## config.mk

```make
export PLATFORM = sky130hd
export DESIGN_NAME = spi_master_slave_port
export DESIGN_NICKNAME = d
export VERILOG_FILES = /design/src/hdl/spi_pkg.sv /design/src/hdl/spi_rate_div.sv /design/src/hdl/spi_master_slave_port.sv
export SDC_FILE = /design/constraint.sdc
export NUM_CORES = 1
export LEC_CHECK = 0
export ABC_AREA = 1
export BUFFER_PORTS_ARGS = -buffer_cell sky130_fd_sc_hd__buf_2
export CORE_ASPECT_RATIO = 1.25
export CORE_MARGIN = 5
export CORE_UTILIZATION = 48
export DETAILED_ROUTE_END_ITERATION = 7
export MAX_ROUTING_LAYER = met4
export PLACE_DENSITY = 0.69
export SETUP_SLACK_MARGIN = 0.1
export SLEW_MARGIN = 20
export SYNTH_ARGS = -nofsm -noshare
export SYNTH_HDL_FRONTEND = slang
export SYNTH_SLANG_ARGS = --single-unit
```

## constraint.sdc

```tcl
create_clock -name clk_i -period 3.35 [get_ports clk_i]
set_input_delay 0.5025 -clock clk_i [delete_from_list [all_inputs] [get_ports clk_i]]
set_output_delay 0.5025 -clock clk_i [all_outputs]
set_load 0.005 [all_outputs]
```

## src/hdl/spi_pkg.sv

```systemverilog
package spi_pkg;

  // one serial byte
  typedef logic [7:0] byte_t;

  // transfer shape: eight bits, two serial clock edges per bit
  localparam int unsigned BITS_PER_XFER  = 8;
  localparam logic [4:0]  EDGES_PER_XFER = 5'h10;
  localparam logic [4:0]  EDGE_CNT_RST   = 5'h00;

  // reset values
  localparam byte_t      DATA_RST    = 8'h00;
  localparam logic [2:0] FIELD_RST   = 3'h0;
  localparam logic [10:0] DIV_CNT_RST = 11'h000;

  // bus clock and bit-rate ceilings, in bus clocks per serial bit
  localparam int unsigned BUS_CLK_MHZ        = 250;
  localparam int unsigned MASTER_MIN_CLK_DIV = 2;
  localparam int unsigned SLAVE_MIN_CLK_DIV  = 4;

  // master divider: prescale 1..8 times 2^(rate+1); this gives the full period
  localparam logic [10:0] DIV_ONE = 11'h001;

  // transfer sequencer states
  typedef enum logic [1:0] {
    ST_IDLE = 2'b01,
    ST_XFER = 2'b10
  } xfer_state_e;

  // bus clocks per half serial clock period
  function automatic logic [10:0] half_period(input logic [2:0] presc, input logic [2:0] rate);
    logic [10:0] base;
    base = {8'h00, presc} + DIV_ONE;
    return base << rate;
  endfunction

endpackage

```

## src/hdl/spi_rate_div.sv

```systemverilog
module spi_rate_div
  import spi_pkg::*;
(
  input  wire logic       clk_i,       // bus clock
  input  wire logic       reset_n_i,   // sync reset, active low
  input  wire logic       restart_i,   // hold counter at zero
  input  wire logic [2:0] presc_i,     // prescale select field
  input  wire logic [2:0] rate_i,      // rate select field
  output logic            tick_o       // one pulse per half serial period
);

  logic [10:0] cnt_ff;
  logic        last;

  // final count of each half period
  assign last   = (cnt_ff == half_period(presc_i, rate_i) - DIV_ONE);
  assign tick_o = last && !restart_i;

  // half-period counter, restarted between transfers
  always_ff @(posedge clk_i) begin
    if (!reset_n_i || restart_i || last) begin
      cnt_ff <= DIV_CNT_RST;
    end else begin
      cnt_ff <= cnt_ff + DIV_ONE;
    end
  end

endmodule // spi_rate_div

```

## src/hdl/spi_master_slave_port.sv

```systemverilog
// Notes on behaviour
// - master bit rate at most bus clock over two; slave at most over four.
// - only the master starts transfers; both shifters exchange their bytes.
// - master drives the serial clock; slave only receives it.
// - slave takes part only while its select input is low.
// - written byte waits in a transmit buffer until the next transfer starts.
// - a finished byte is copied into a receive buffer for reading, unless an unread byte is still there and is not read in that cycle.
// - master drives clock and master data out, samples master data in.
// - slave clocks from the pin, drives slave data out, samples master data.
// - bus clock first divided by a prescale of 1 to 8.
// - prescaler output divided again by 2 up to 256.
// - with the module disabled all four pins are released and ignored.
// - bidirectional master uses one data pin directed by its output enable.
// - bidirectional slave uses the other data pin directed by its output enable.
// - master select pin: port, fault input, or automatic select output.
// - in slave mode the select pin is always the active-low select input.
// - the module stops working in every stop mode.
// - leaving deep stop, every state element is in its reset value.
// - light stop holds state; reset exit resets, interrupt exit resumes.
// - software controls options, rate, status and data through five byte registers.
// - polarity bit inverts the serial clock and its idle level.
// - phase bit puts first clock edge mid-bit or at bit start.
// - direction bit selects most or least significant bit first.
// - disabling aborts, clears buffers, clears receive-full, sets transmit-empty.
module spi_master_slave_port
(
  input  wire logic          clk_i,                 // bus clock
  input  wire logic          reset_n_i,             // sync reset, active low
  // low-power state
  input  wire logic          light_stop_i,          // light stop: clocks halted, state held
  input  wire logic          deep_stop_i,           // deep stop: module powered down
  // option and rate controls
  input  wire logic          module_enable_i,       // module enable bit
  input  wire logic          master_select_i,       // 1 master, 0 slave
  input  wire logic          clock_polarity_i,      // 1 clock idles high
  input  wire logic          clock_phase_i,         // 1 first edge at bit start
  input  wire logic          shift_direction_i,     // 1 lsb first
  input  wire logic          select_output_en_i,    // select output enable bit
  input  wire logic          mode_fault_en_i,       // mode fault enable bit
  input  wire logic          bidir_pin_control_i,   // single-wire data mode
  input  wire logic          bidir_output_en_i,     // single data pin direction
  input  wire logic [2:0]    prescale_select_i,     // prescale divisor minus one
  input  wire logic [2:0]    rate_select_i,         // rate divider exponent minus one
  // serial data register access
  input  wire logic          data_wr_i,             // write pulse to data register
  input  wire spi_pkg::byte_t data_wdata_i,         // byte written
  input  wire logic          data_rd_i,             // read pulse from data register
  output spi_pkg::byte_t     data_rdata_o,          // receive buffer contents
  // status
  input  wire logic          mode_fault_clr_i,      // clears mode fault flag
  output logic               receive_full_o,        // receive buffer holds unread byte
  output logic               transmit_empty_o,      // transmit buffer may be written
  output logic               mode_fault_o,          // sticky mode fault flag
  output logic               busy_o,                // byte being shifted
  // serial clock pin
  input  wire logic          sclk_i,                // pin level
  output logic               sclk_o,                // driven level
  output logic               sclk_oe_n_o,           // low while driven
  // master data out / slave data in pin
  input  wire logic          mosi_i,                // pin level
  output logic               mosi_o,                // driven level
  output logic               mosi_oe_n_o,           // low while driven
  // master data in / slave data out pin
  input  wire logic          miso_i,                // pin level
  output logic               miso_o,                // driven level
  output logic               miso_oe_n_o,           // low while driven
  // slave select pin
  input  wire logic          ss_n_i,                // pin level, select active low
  output logic               ss_n_o,                // driven level
  output logic               ss_oe_n_o              // low while driven
);

  import spi_pkg::*;

  xfer_state_e state_ff;
  logic [4:0]  cnt_ff;
  byte_t       sh_ff;
  byte_t       nxt_sh;
  byte_t       tx_buf_ff;
  byte_t       rx_buf_ff;
  logic        tx_empty_ff;
  logic        rx_full_ff;
  logic        modf_ff;
  logic        cap_ff;
  logic        sclk_ff;
  logic        sclk_prev_ff;
  logic        mst_ff;
  logic        clock_polarity_bit_ff;
  logic        clock_phase_bit_ff;
  logic        lsb_ff;

  logic        clear_all;
  logic        halt;
  logic        idle;
  logic        in_xfer;
  logic        fault;
  logic        din;
  logic        tick;
  logic        edge_ev;
  logic        start;
  logic        abort;
  logic        step;
  logic        done;
  logic        samp;
  logic        shft;
  logic        in_bit;
  logic        out_bit;
  logic [4:0]  nxt_cnt;

  // deep stop acts as a full reset, light stop freezes every register except the pin drivers, which are released, and the divider counter, held at zero
  assign clear_all = !reset_n_i || deep_stop_i;
  assign halt      = light_stop_i;

  assign idle    = (state_ff == ST_IDLE);
  assign in_xfer = (state_ff == ST_XFER);

  // master with fault input: a low select pin means another master
  assign fault = mst_ff && mode_fault_en_i && !select_output_en_i && !ss_n_i;

  // shifter input routing per mode
  always_comb begin
    if (mst_ff) begin
      din = bidir_pin_control_i ? mosi_i : miso_i;
    end else begin
      din = bidir_pin_control_i ? miso_i : mosi_i;
    end
  end

  // master half-period ticks; counter waits at zero between bytes
  spi_rate_div spi_rate_div_i (
    .clk_i     (clk_i),
    .reset_n_i (!clear_all),
    .restart_i (idle || halt),
    .presc_i   (prescale_select_i),
    .rate_i    (rate_select_i),
    .tick_o    (tick)
  );

  // serial clock edges: own ticks as master, pin transitions as slave
  assign edge_ev = mst_ff ? tick : (sclk_i != sclk_prev_ff);

  // transfer start, abort and edge bookkeeping
  always_comb begin
    start = 1'b0;
    if (idle && module_enable_i) begin
      if (mst_ff) begin
        start = !tx_empty_ff && !fault;
      end else begin
        start = !ss_n_i;
      end
    end
  end

  assign abort   = in_xfer && (!module_enable_i || fault || (!mst_ff && ss_n_i));
  assign step    = in_xfer && edge_ev && !abort;
  assign nxt_cnt = cnt_ff + 5'h01;
  assign done    = step && (nxt_cnt == EDGES_PER_XFER);
  assign samp    = step && (clock_phase_bit_ff ? !nxt_cnt[0] : nxt_cnt[0]);
  assign shft    = step && (clock_phase_bit_ff ? ((nxt_cnt[0] && (nxt_cnt != 5'h01)) || done) : !nxt_cnt[0]);
  assign in_bit  = (clock_phase_bit_ff && done) ? din : cap_ff;
  assign out_bit = lsb_ff ? sh_ff[0] : sh_ff[7];

  // next shifter contents
  always_comb begin
    nxt_sh = sh_ff;
    if (!module_enable_i) begin
      nxt_sh = DATA_RST;
    end else if (start) begin
      nxt_sh = tx_empty_ff ? sh_ff : tx_buf_ff;
    end else if (shft) begin
      nxt_sh = lsb_ff ? {in_bit, sh_ff[7:1]} : {sh_ff[6:0], in_bit};
    end
  end

  // configuration copied only while idle
  always_ff @(posedge clk_i) begin
    if (clear_all) begin
      mst_ff  <= 1'b0;
      clock_polarity_bit_ff <= 1'b0;
      clock_phase_bit_ff <= 1'b0;
      lsb_ff  <= 1'b0;
    end else if (!halt && idle) begin
      mst_ff  <= master_select_i;
      clock_polarity_bit_ff <= clock_polarity_i;
      clock_phase_bit_ff <= clock_phase_i;
      lsb_ff  <= shift_direction_i;
    end
  end

  // sequencer state and edge counter
  always_ff @(posedge clk_i) begin
    if (clear_all) begin
      state_ff <= ST_IDLE;
      cnt_ff   <= EDGE_CNT_RST;
    end else if (!halt) begin
      unique case (state_ff)
        ST_IDLE: begin
          cnt_ff <= EDGE_CNT_RST;
          if (start) begin
            state_ff <= ST_XFER;
          end
        end
        ST_XFER: begin
          if (abort || done) begin
            state_ff <= ST_IDLE;
            cnt_ff   <= EDGE_CNT_RST;
          end else if (step) begin
            cnt_ff <= nxt_cnt;
          end
        end
        default: begin
          state_ff <= ST_IDLE;
          cnt_ff   <= EDGE_CNT_RST;
        end
      endcase
    end
  end

  // shifter and captured input bit
  always_ff @(posedge clk_i) begin
    if (clear_all) begin
      sh_ff  <= DATA_RST;
      cap_ff <= 1'b0;
    end else if (!halt) begin
      sh_ff <= nxt_sh;
      if (samp) begin
        cap_ff <= din;
      end
    end
  end

  // transmit buffer; a write is taken only while the buffer is empty
  always_ff @(posedge clk_i) begin
    if (clear_all) begin
      tx_buf_ff   <= DATA_RST;
      tx_empty_ff <= 1'b1;
    end else if (!halt) begin
      if (!module_enable_i) begin
        tx_buf_ff   <= DATA_RST;
        tx_empty_ff <= 1'b1;
      end else if (data_wr_i && tx_empty_ff) begin
        tx_buf_ff   <= data_wdata_i;
        tx_empty_ff <= 1'b0;
      end else if (start && !tx_empty_ff) begin
        tx_empty_ff <= 1'b1;
      end
    end
  end

  // receive buffer; a finished byte beats a read in the same cycle
  always_ff @(posedge clk_i) begin
    if (clear_all) begin
      rx_buf_ff  <= DATA_RST;
      rx_full_ff <= 1'b0;
    end else if (!halt) begin
      if (!module_enable_i) begin
        rx_buf_ff  <= DATA_RST;
        rx_full_ff <= 1'b0;
      end else if (done) begin
        rx_full_ff <= 1'b1;
        if (!rx_full_ff || data_rd_i) begin
          rx_buf_ff <= nxt_sh;
        end
      end else if (data_rd_i) begin
        rx_full_ff <= 1'b0;
      end
    end
  end

  // sticky mode fault; set wins over clear
  always_ff @(posedge clk_i) begin
    if (clear_all) begin
      modf_ff <= 1'b0;
    end else if (!halt) begin
      if (module_enable_i && fault) begin
        modf_ff <= 1'b1;
      end else if (mode_fault_clr_i) begin
        modf_ff <= 1'b0;
      end
    end
  end

  // master clock level and slave pin history
  always_ff @(posedge clk_i) begin
    if (clear_all) begin
      sclk_ff      <= 1'b0;
      sclk_prev_ff <= 1'b0;
    end else if (!halt) begin
      sclk_prev_ff <= sclk_i;
      if (idle || abort || done) begin
        sclk_ff <= idle ? clock_polarity_i : clock_polarity_bit_ff;
      end else if (step) begin
        sclk_ff <= !sclk_ff;
      end
    end
  end

  // pin drivers, released whenever disabled or stopped
  always_ff @(posedge clk_i) begin
    if (clear_all || halt || !module_enable_i) begin
      sclk_o      <= 1'b0;
      sclk_oe_n_o <= 1'b1;
      mosi_o      <= 1'b0;
      mosi_oe_n_o <= 1'b1;
      miso_o      <= 1'b0;
      miso_oe_n_o <= 1'b1;
      ss_n_o      <= 1'b1;
      ss_oe_n_o   <= 1'b1;
    end else if (mst_ff) begin
      sclk_o      <= sclk_ff;
      sclk_oe_n_o <= 1'b0;
      mosi_o      <= (idle && !ss_n_o) ? mosi_o : out_bit;
      mosi_oe_n_o <= bidir_pin_control_i && !bidir_output_en_i;
      miso_o      <= 1'b0;
      miso_oe_n_o <= 1'b1;
      ss_n_o      <= !in_xfer && (ss_n_o || (sclk_o == clock_polarity_bit_ff));
      ss_oe_n_o   <= !(mode_fault_en_i && select_output_en_i);
    end else begin
      sclk_o      <= 1'b0;
      sclk_oe_n_o <= 1'b1;
      mosi_o      <= 1'b0;
      mosi_oe_n_o <= 1'b1;
      miso_o      <= out_bit;
      miso_oe_n_o <= ss_n_i || (bidir_pin_control_i && !bidir_output_en_i);
      ss_n_o      <= 1'b1;
      ss_oe_n_o   <= 1'b1;
    end
  end

  // status and data outputs straight from registers
  assign data_rdata_o     = rx_buf_ff;
  assign receive_full_o   = rx_full_ff;
  assign transmit_empty_o = tx_empty_ff;
  assign mode_fault_o     = modf_ff;
  assign busy_o           = state_ff[1];

endmodule // spi_master_slave_port

```

# [Word-level counts from Yosys, hierarchy flattened]
# Cells that the tools add are included.
[op_classes] n_bitwise=2 mux=38 addsub=4 n_reduce_logical=68 div_mod_pow=0 n_mul=0 n_eq_ne=15 shifts=1 order_cmp=0
[ops] operator="$mux 8" count=10
[ops] operator="$logic_and 1x1->1" count=23
[ops] operator="$mux 1" count=22
[ops] operator="$logic_not 1->1" count=17
[ops] operator="$logic_or 1x1->1" count=15
[ops] operator="$mux 5" count=3
[ops] operator="$reduce_and 2->1" count=7
[ops] operator="$add 11x1->11 const B" count=1
[ops] operator="$eq 11x11->1" count=1
[ops] operator="$shl 11x3->11" count=1
[ops] operator="$sub 11x1->11 const B" count=1
[ops] operator="$ne 2x1->1 const B" count=5
[ops] operator="$ne 3x1->1 const B" count=3
[ops] operator="$reduce_and 3->1" count=2
[ops] operator="$add 5x1->5 const B" count=1
[ops] operator="$eq 5x5->1 const B" count=1
[ops] operator="$ne 5x1->1 const B" count=1
[ops] operator="$add 3x1->4 const B" count=1
[ops] operator="$mux 2" count=2
[ops] operator="$pmux 2 s2" count=1
[ops] operator="$reduce_bool 2->1" count=2
[ops] operator="$reduce_or 2->1" count=2
[ops] operator="$eq 2x1->1 const B" count=1
[ops] operator="$eq 2x2->1 const B" count=1
[ops] operator="3 further kinds" count=4
[word_totals] elab_cells=152 memories=0 mem_bits_ro=0 output_inout_bits=20 mem_bits_rw=0 in_bits=34 latchBits=0 regBits=60

# [Longest topological paths before layout]
[depth] depth_word=18 ltp_mapped=24 depth_no_buf=23

# [Cells and area by module]
# Synthesis repeated with hierarchy kept, for this count alone.
[unflattened] cells_unflattened=557 hier_area_um2=3733.6
[by_module_without_submodules] mod="spi_master_slave_port" cells_each=356 seq_area_each_um2=980.9 instances=1 area_each_um2=2496.1
[by_module_without_submodules] mod="spi_rate_div" cells_each=201 seq_area_each_um2=220.2 instances=1 area_each_um2=1237.4

# [Least setup slack after synthesis]
# Ideal clock, no wire load.
[synth_path] path_kind="input to register" from="in prescale_select_i[0]" to="reg rx_buf_ff[5] (netlist: data_rdata_o[5])" arrival_ns=2.924 slack_ns=0.360 path_stages=22 setup_ns=0.066 n_path_buf=1 required_ns=3.284 path_cell_list="ha_1 > o21ai_2 > nor2_2 > nand2_2 > ha_1 > xnor2_1 > a21oi_1 > o21ai_0 > nor2_1 > nand2_1 > nor2_1 > nand2_1 > inv_2 > nand4_4 > a21oi_4 > nand2_4 > nand2_2 > nand2_2 > a21oi_4 > buf_6 > o21ai_1 > a21oi_2"
[synth_via] elab_chain_len=18 elab_cells_between_ends=20 classes_between="add/sub: 2; eq/ne: 2; shift: 1; mux: 8; reduce/logical: 7"
[synth_rtl] item="start, declared" line_no="spi_master_slave_port.sv:42" text="input wire logic [2:0] prescale_select_i,"
[synth_rtl] item="$add 3x1->4 (*)" line_no="spi_pkg.sv:33" text="base = {8'h00, presc} + DIV_ONE;"
[synth_rtl] item="$shl 11x3->11 (*)" line_no="spi_pkg.sv:34" text="return base << rate;"
[synth_rtl] item="$sub 11x1->11 (*)" line_no="spi_rate_div.sv:16" text="assign last = (cnt_ff == half_period(presc_i, rate_i) - DIV_ONE);"
[synth_rtl] item="$eq 11x11->1 (*)" line_no="spi_rate_div.sv:16"
[synth_rtl] item="$logic_and 1x1->1 (*)" line_no="spi_rate_div.sv:17" text="assign tick_o = last && !restart_i;"
[synth_rtl] item="$mux 1 (*)" line_no="spi_master_slave_port.sv:140" text="assign edge_ev = mst_ff ? tick : (sclk_i != sclk_prev_ff);"
[synth_rtl] item="$logic_and 1x1->1 (*) (2 in series)" line_no="spi_master_slave_port.sv:155" text="assign step = in_xfer && edge_ev && !abort;"
[synth_rtl] item="$logic_and 1x1->1" line_no="spi_master_slave_port.sv:157" text="assign done = step && (nxt_cnt == EDGES_PER_XFER);"
[synth_rtl] item="$logic_or 1x1->1" line_no="spi_master_slave_port.sv:159" text="assign shft = step && (clock_phase_bit_ff ? ((nxt_cnt[0] && (nxt_cnt != 5'h01)) || done) : !nxt_cnt[0]);"
[synth_rtl] item="$mux 1" line_no="spi_master_slave_port.sv:159"
[synth_rtl] item="$logic_and 1x1->1" line_no="spi_master_slave_port.sv:159"
[synth_rtl] item="$mux 8" line_no="spi_master_slave_port.sv:170" text="end else if (shft) begin"
[synth_rtl] item="$mux 8" line_no="spi_master_slave_port.sv:168" text="end else if (start) begin"
[synth_rtl] item="$mux 8" line_no="spi_master_slave_port.sv:166" text="if (!module_enable_i) begin"
[synth_rtl] item="$mux 8" line_no="spi_master_slave_port.sv:261" text="if (!rx_full_ff || data_rd_i) begin"
[synth_rtl] item="$mux 8" line_no="spi_master_slave_port.sv:259" text="end else if (done) begin"
[synth_rtl] item="$mux 8" line_no="spi_master_slave_port.sv:256" text="if (!module_enable_i) begin"
[synth_rtl] item="end signal, assigned" line_no="spi_master_slave_port.sv:262" text="rx_buf_ff <= nxt_sh;"
[synth_rtl] item="end, declared" line_no="spi_master_slave_port.sv:80" text="byte_t rx_buf_ff;"
# Every way passes the cells marked *; elsewhere a longest branch is shown, timed or not. The select of a mux whose other input is x is not followed.
# A chain may end at the register's enable or synchronous reset.

# [Worst setup path in the final report]
[layout_path] from="in prescale_select_i[1]" to="reg sh_ff[5]"
[layout_via] elab_chain_len=15
[layout_rtl] item="$add 3x1->4 (*)" line_no="spi_pkg.sv:33"
[layout_rtl] item="$shl 11x3->11 (*)" line_no="spi_pkg.sv:34"
[layout_rtl] item="$sub 11x1->11 (*)" line_no="spi_rate_div.sv:16"
[layout_rtl] item="$eq 11x11->1 (*)" line_no="spi_rate_div.sv:16"
[layout_rtl] item="$logic_and 1x1->1 (*)" line_no="spi_rate_div.sv:17"
[layout_rtl] item="$mux 1 (*)" line_no="spi_master_slave_port.sv:140"
[layout_rtl] item="$logic_and 1x1->1 (*) (2 in series)" line_no="spi_master_slave_port.sv:155"
[layout_rtl] item="$logic_and 1x1->1" line_no="spi_master_slave_port.sv:157"
[layout_rtl] item="$logic_or 1x1->1" line_no="spi_master_slave_port.sv:159"
[layout_rtl] item="$mux 1" line_no="spi_master_slave_port.sv:159"
[layout_rtl] item="$logic_and 1x1->1 (*)" line_no="spi_master_slave_port.sv:159"
[layout_rtl] item="$mux 8 (*)" line_no="spi_master_slave_port.sv:170"
[layout_rtl] item="$mux 8 (*)" line_no="spi_master_slave_port.sv:168"
[layout_rtl] item="$mux 8 (*)" line_no="spi_master_slave_port.sv:166"
[layout_rtl] item="end signal, assigned" line_no="spi_master_slave_port.sv:225" text="sh_ff <= nxt_sh;"
[layout_rtl] item="end, declared" line_no="spi_master_slave_port.sv:77" text="byte_t sh_ff;"
# Every way passes the cells marked *; elsewhere a longest branch is shown, timed or not.

==> impl_results.md <==
- Synth top area share: 32.0%
- CP max FO: 7
- Post-synth EDFFs: 0
- Synth Warn #: 0
- Routed Antenna Nets: 0
- Final setup fails: 0
- Max frequency: 335 MHz
- Synth top cells by count: nand2_1 (150), dfxtp_1 (60), inv_1 (58), a21oi_1 (47), nand3_1 (45)
- Hold WC Path Type: in2reg
- Initial antenna violation count: 0
- Worst R2R Setup Slack: 0.96 ns
- DR vias: 3,797
- Setup ws final: 0.361 ns
- Synth Flop Type: dfxtp_1
- H-Tree Depth: 3
- Vias in the first global route: 3,691
- Initial core utilization: 48.8%
- Post-CTS Hold Fix Bufs: 0
- Area after DPL: 0.00417 sq mm
- Vias per cell: 5.20
- Chip width: 89.1 um
- Crit path top cell by count: nand2_1
- GP Congestion: 0.933
- Worst hold slack: 0.355 ns
- Max Cap Viol: 0
- Largest net degree at the start of global routing: 27
- Die ar.: 0.00971 sq mm
- Ys async rst share: 0%
- Ant diodes: 0
- Clk sink count: 60
- Root buf cell: clkbuf_8
- Crit path buf inv count: 4
- Final Hold Viols: 0
- Arrival @ worst endpoint: 3.23 ns
- Drt wl/cell: 13.0 um
- Period utilization: 89.2%
- DRC Markers: 0
- Die height: 109 um
- Worst-case clock buffer depth: 2
- Status: complete, no violations
- Row Count: 36
- Layout area overhead: 18.2%
- Multi-input logic area: 0.00224 sq mm
- Mapped Avg Cell Area: 6.65 sq um
- Critical Path Max Stage Delay: 0.28 ns
- Pre-CTS WS: -0.0767 ns
- Port Buffer Count: 53
- Syn_nets: 605
- CP Data Required Time: 3.59 ns
- Yosys cell types: 44
- Share of cells above drive strength 1: 22.2%
- RSZ-0062 raised after global routing: false
- Synth Cell Area: 0.00376 sq mm
- Cells after Synth: 565
- Slew HR: 61.6%
- Min Tclk post-route: 2.99 ns
- CTS tree: yes
- Worst-Skew Late Latency: 0.35 ns
- Drt pass-1 iters: 4
- HPWL after DPL: 7430 um
- Startpoint types: input pin
- Core footprint: 0.00770 sq mm
- CP max-delay cell: ha_1
- Final WL: 9470 um
- Reg clk slew, reported paths: 0.07 ns
- Seq/Total Area, Yosys: 32.0%
- # IOs: 54
- Post-route cell area: 0.00444 sq mm
- GRT overflow: 0
- Global-route wire length before repair: 16,100 um
- NumNets Final: 671
- Register area: 0.00120 sq mm
- Total Routing Usage GR: 21.5%
- Most frequent cell after synthesis: nand2_1
- CTS buffer count: 9
- Least-Margin Pin Slew: 0.572 ns
- Total leakage power: 1.96 nW
- Final slew viol count: 0
- Family with the most delay on the worst path: simple AND/OR/NAND/NOR gates
- FF+latch count, synth: 60
- DRT iter0 DRCs: 222
- # fillers: 744
- Worst vdd ir: 0.000314 V
- Crit-path cells: buf_2, ha_4, o21ai_2, nor2_2, nand2_2, ha_1, xnor2_1, a21oi_1, o21ai_1, nor2_1, nand2_1, nor2_1, nand2_1, inv_2, nand4_4, a21oi_4, buf_4, nand2_2, nand2_4, inv_2, nand2_1, nand3_1, nand3_2, a21oi_1
- Synth area leaders: dfxtp_1 (32%), nand2_1 (15%), a21oi_1 (6.3%), nand3_1 (6.0%), inv_1 (5.8%)
- Crit Path Class: in2reg
- Worst Setup End Kind: flip-flop
- Max Clock Skew: 0.00954 ns
- Power Dens Cells: 375 mW/mm^2
- Yosys top cell by area: dfxtp_1
-- through the flow --
stage                     cells  setup TNS, ns  util, %  power (mW)
after floorplan             565              0        -       0.953
after global placement      711              0     54.1        1.03
after detailed placement    711         -0.592     54.1        1.03
after CTS                   726              0     56.6        1.67
after global routing        730              0     57.6        1.74
final                       730              0     57.6        1.66
-- cells in the final DEF, fill, tap and decap left out, types with 2 or more instances in the layout --
cell,Yosys,layout
o21ai_2,2,2
buf_2,2,53
nand4_1,10,10
nand2_1,150,150
o211ai_1,3,3
inv_1,58,58
o21ai_1,5,6
nand2_2,10,9
nor2_4,4,5
clkinv_2,1,4
a21oi_1,47,45
buf_4,0,19
clkinv_1,5,5
ha_1,6,5
nand3_1,45,41
nor2_2,3,2
nand3_2,10,14
nand2_4,2,3
a21oi_2,2,4
a21oi_4,2,2
o21ai_0,43,42
mux2i_1,3,3
or2_2,2,2
xor2_1,10,10
nor2_1,37,37
xnor2_1,4,4
clkbuf_8,0,10
inv_2,4,4
dfxtp_1,60,60
nor4_1,2,2
nor3_1,6,6
-- per-layer routing --
metal,routed length [um],track usage [%],vias to the layer above
li1,-,-,1970
met5,0,-,-
met2,4870,36.1,82
met1,3890,24.4,1725
met3,412,3.33,20
met4,293,11.0,0
-- sequential cells by signal, summed over array words and instances, names as in the netlist, 2 cells and up --
register and cells:
cnt_ff 5, sh_ff 8, state_ff 2, spi_rate_div_i.cnt_ff 11, data_rdata_o 8, tx_buf_ff 8
-- kinds of logic (layout without fill, tap and decap cells) --
kind of cell	after synthesis	after routing	synth area share (%)
buf+inv	87	157	9.73
fa+ha+maj	6	6	2.00
xor+xnor	14	14	3.26
simple gates	287	287	36.3
mux	3	3	0.799
compound gates	108	108	15.9
flops	60	60	32.0
-- path summary, 6_finish.rpt --
check / from / end / depth (start not counted)
setup reg to reg: cnt_ff[0] / sh_ff[5] / 12
hold / removal: select_output_en_i / ss_oe_n_o / 2
setup / recovery: prescale_select_i[1] / sh_ff[5] / 24
hold reg to reg: sclk_ff / sclk_o / 2
-- repair_timing --
item / in CTS / in global routing
buffers inserted: 0 / 4
resized for setup: 0 / 10
endpoints found under the setup margin: 0 / 21
-- area by class of cell --
type                       count  share of cell area [%]
clock buffer                  10                    3.10
clock inverter                 5                    1.18
inverter                      70                    6.32
multi-input combinational    418                    50.5
sequential                    60                    27.1
tap                           95                    2.68
timing repair buffer          72                    9.19
-- power breakdown --
part,internal [mW],switching [mW]
clock network,0.355,0.281
registers,0.726,0.0121
logic,0.106,0.184
total,1.19,0.477
No activity file was read; power rests on OpenSTA's default activity.
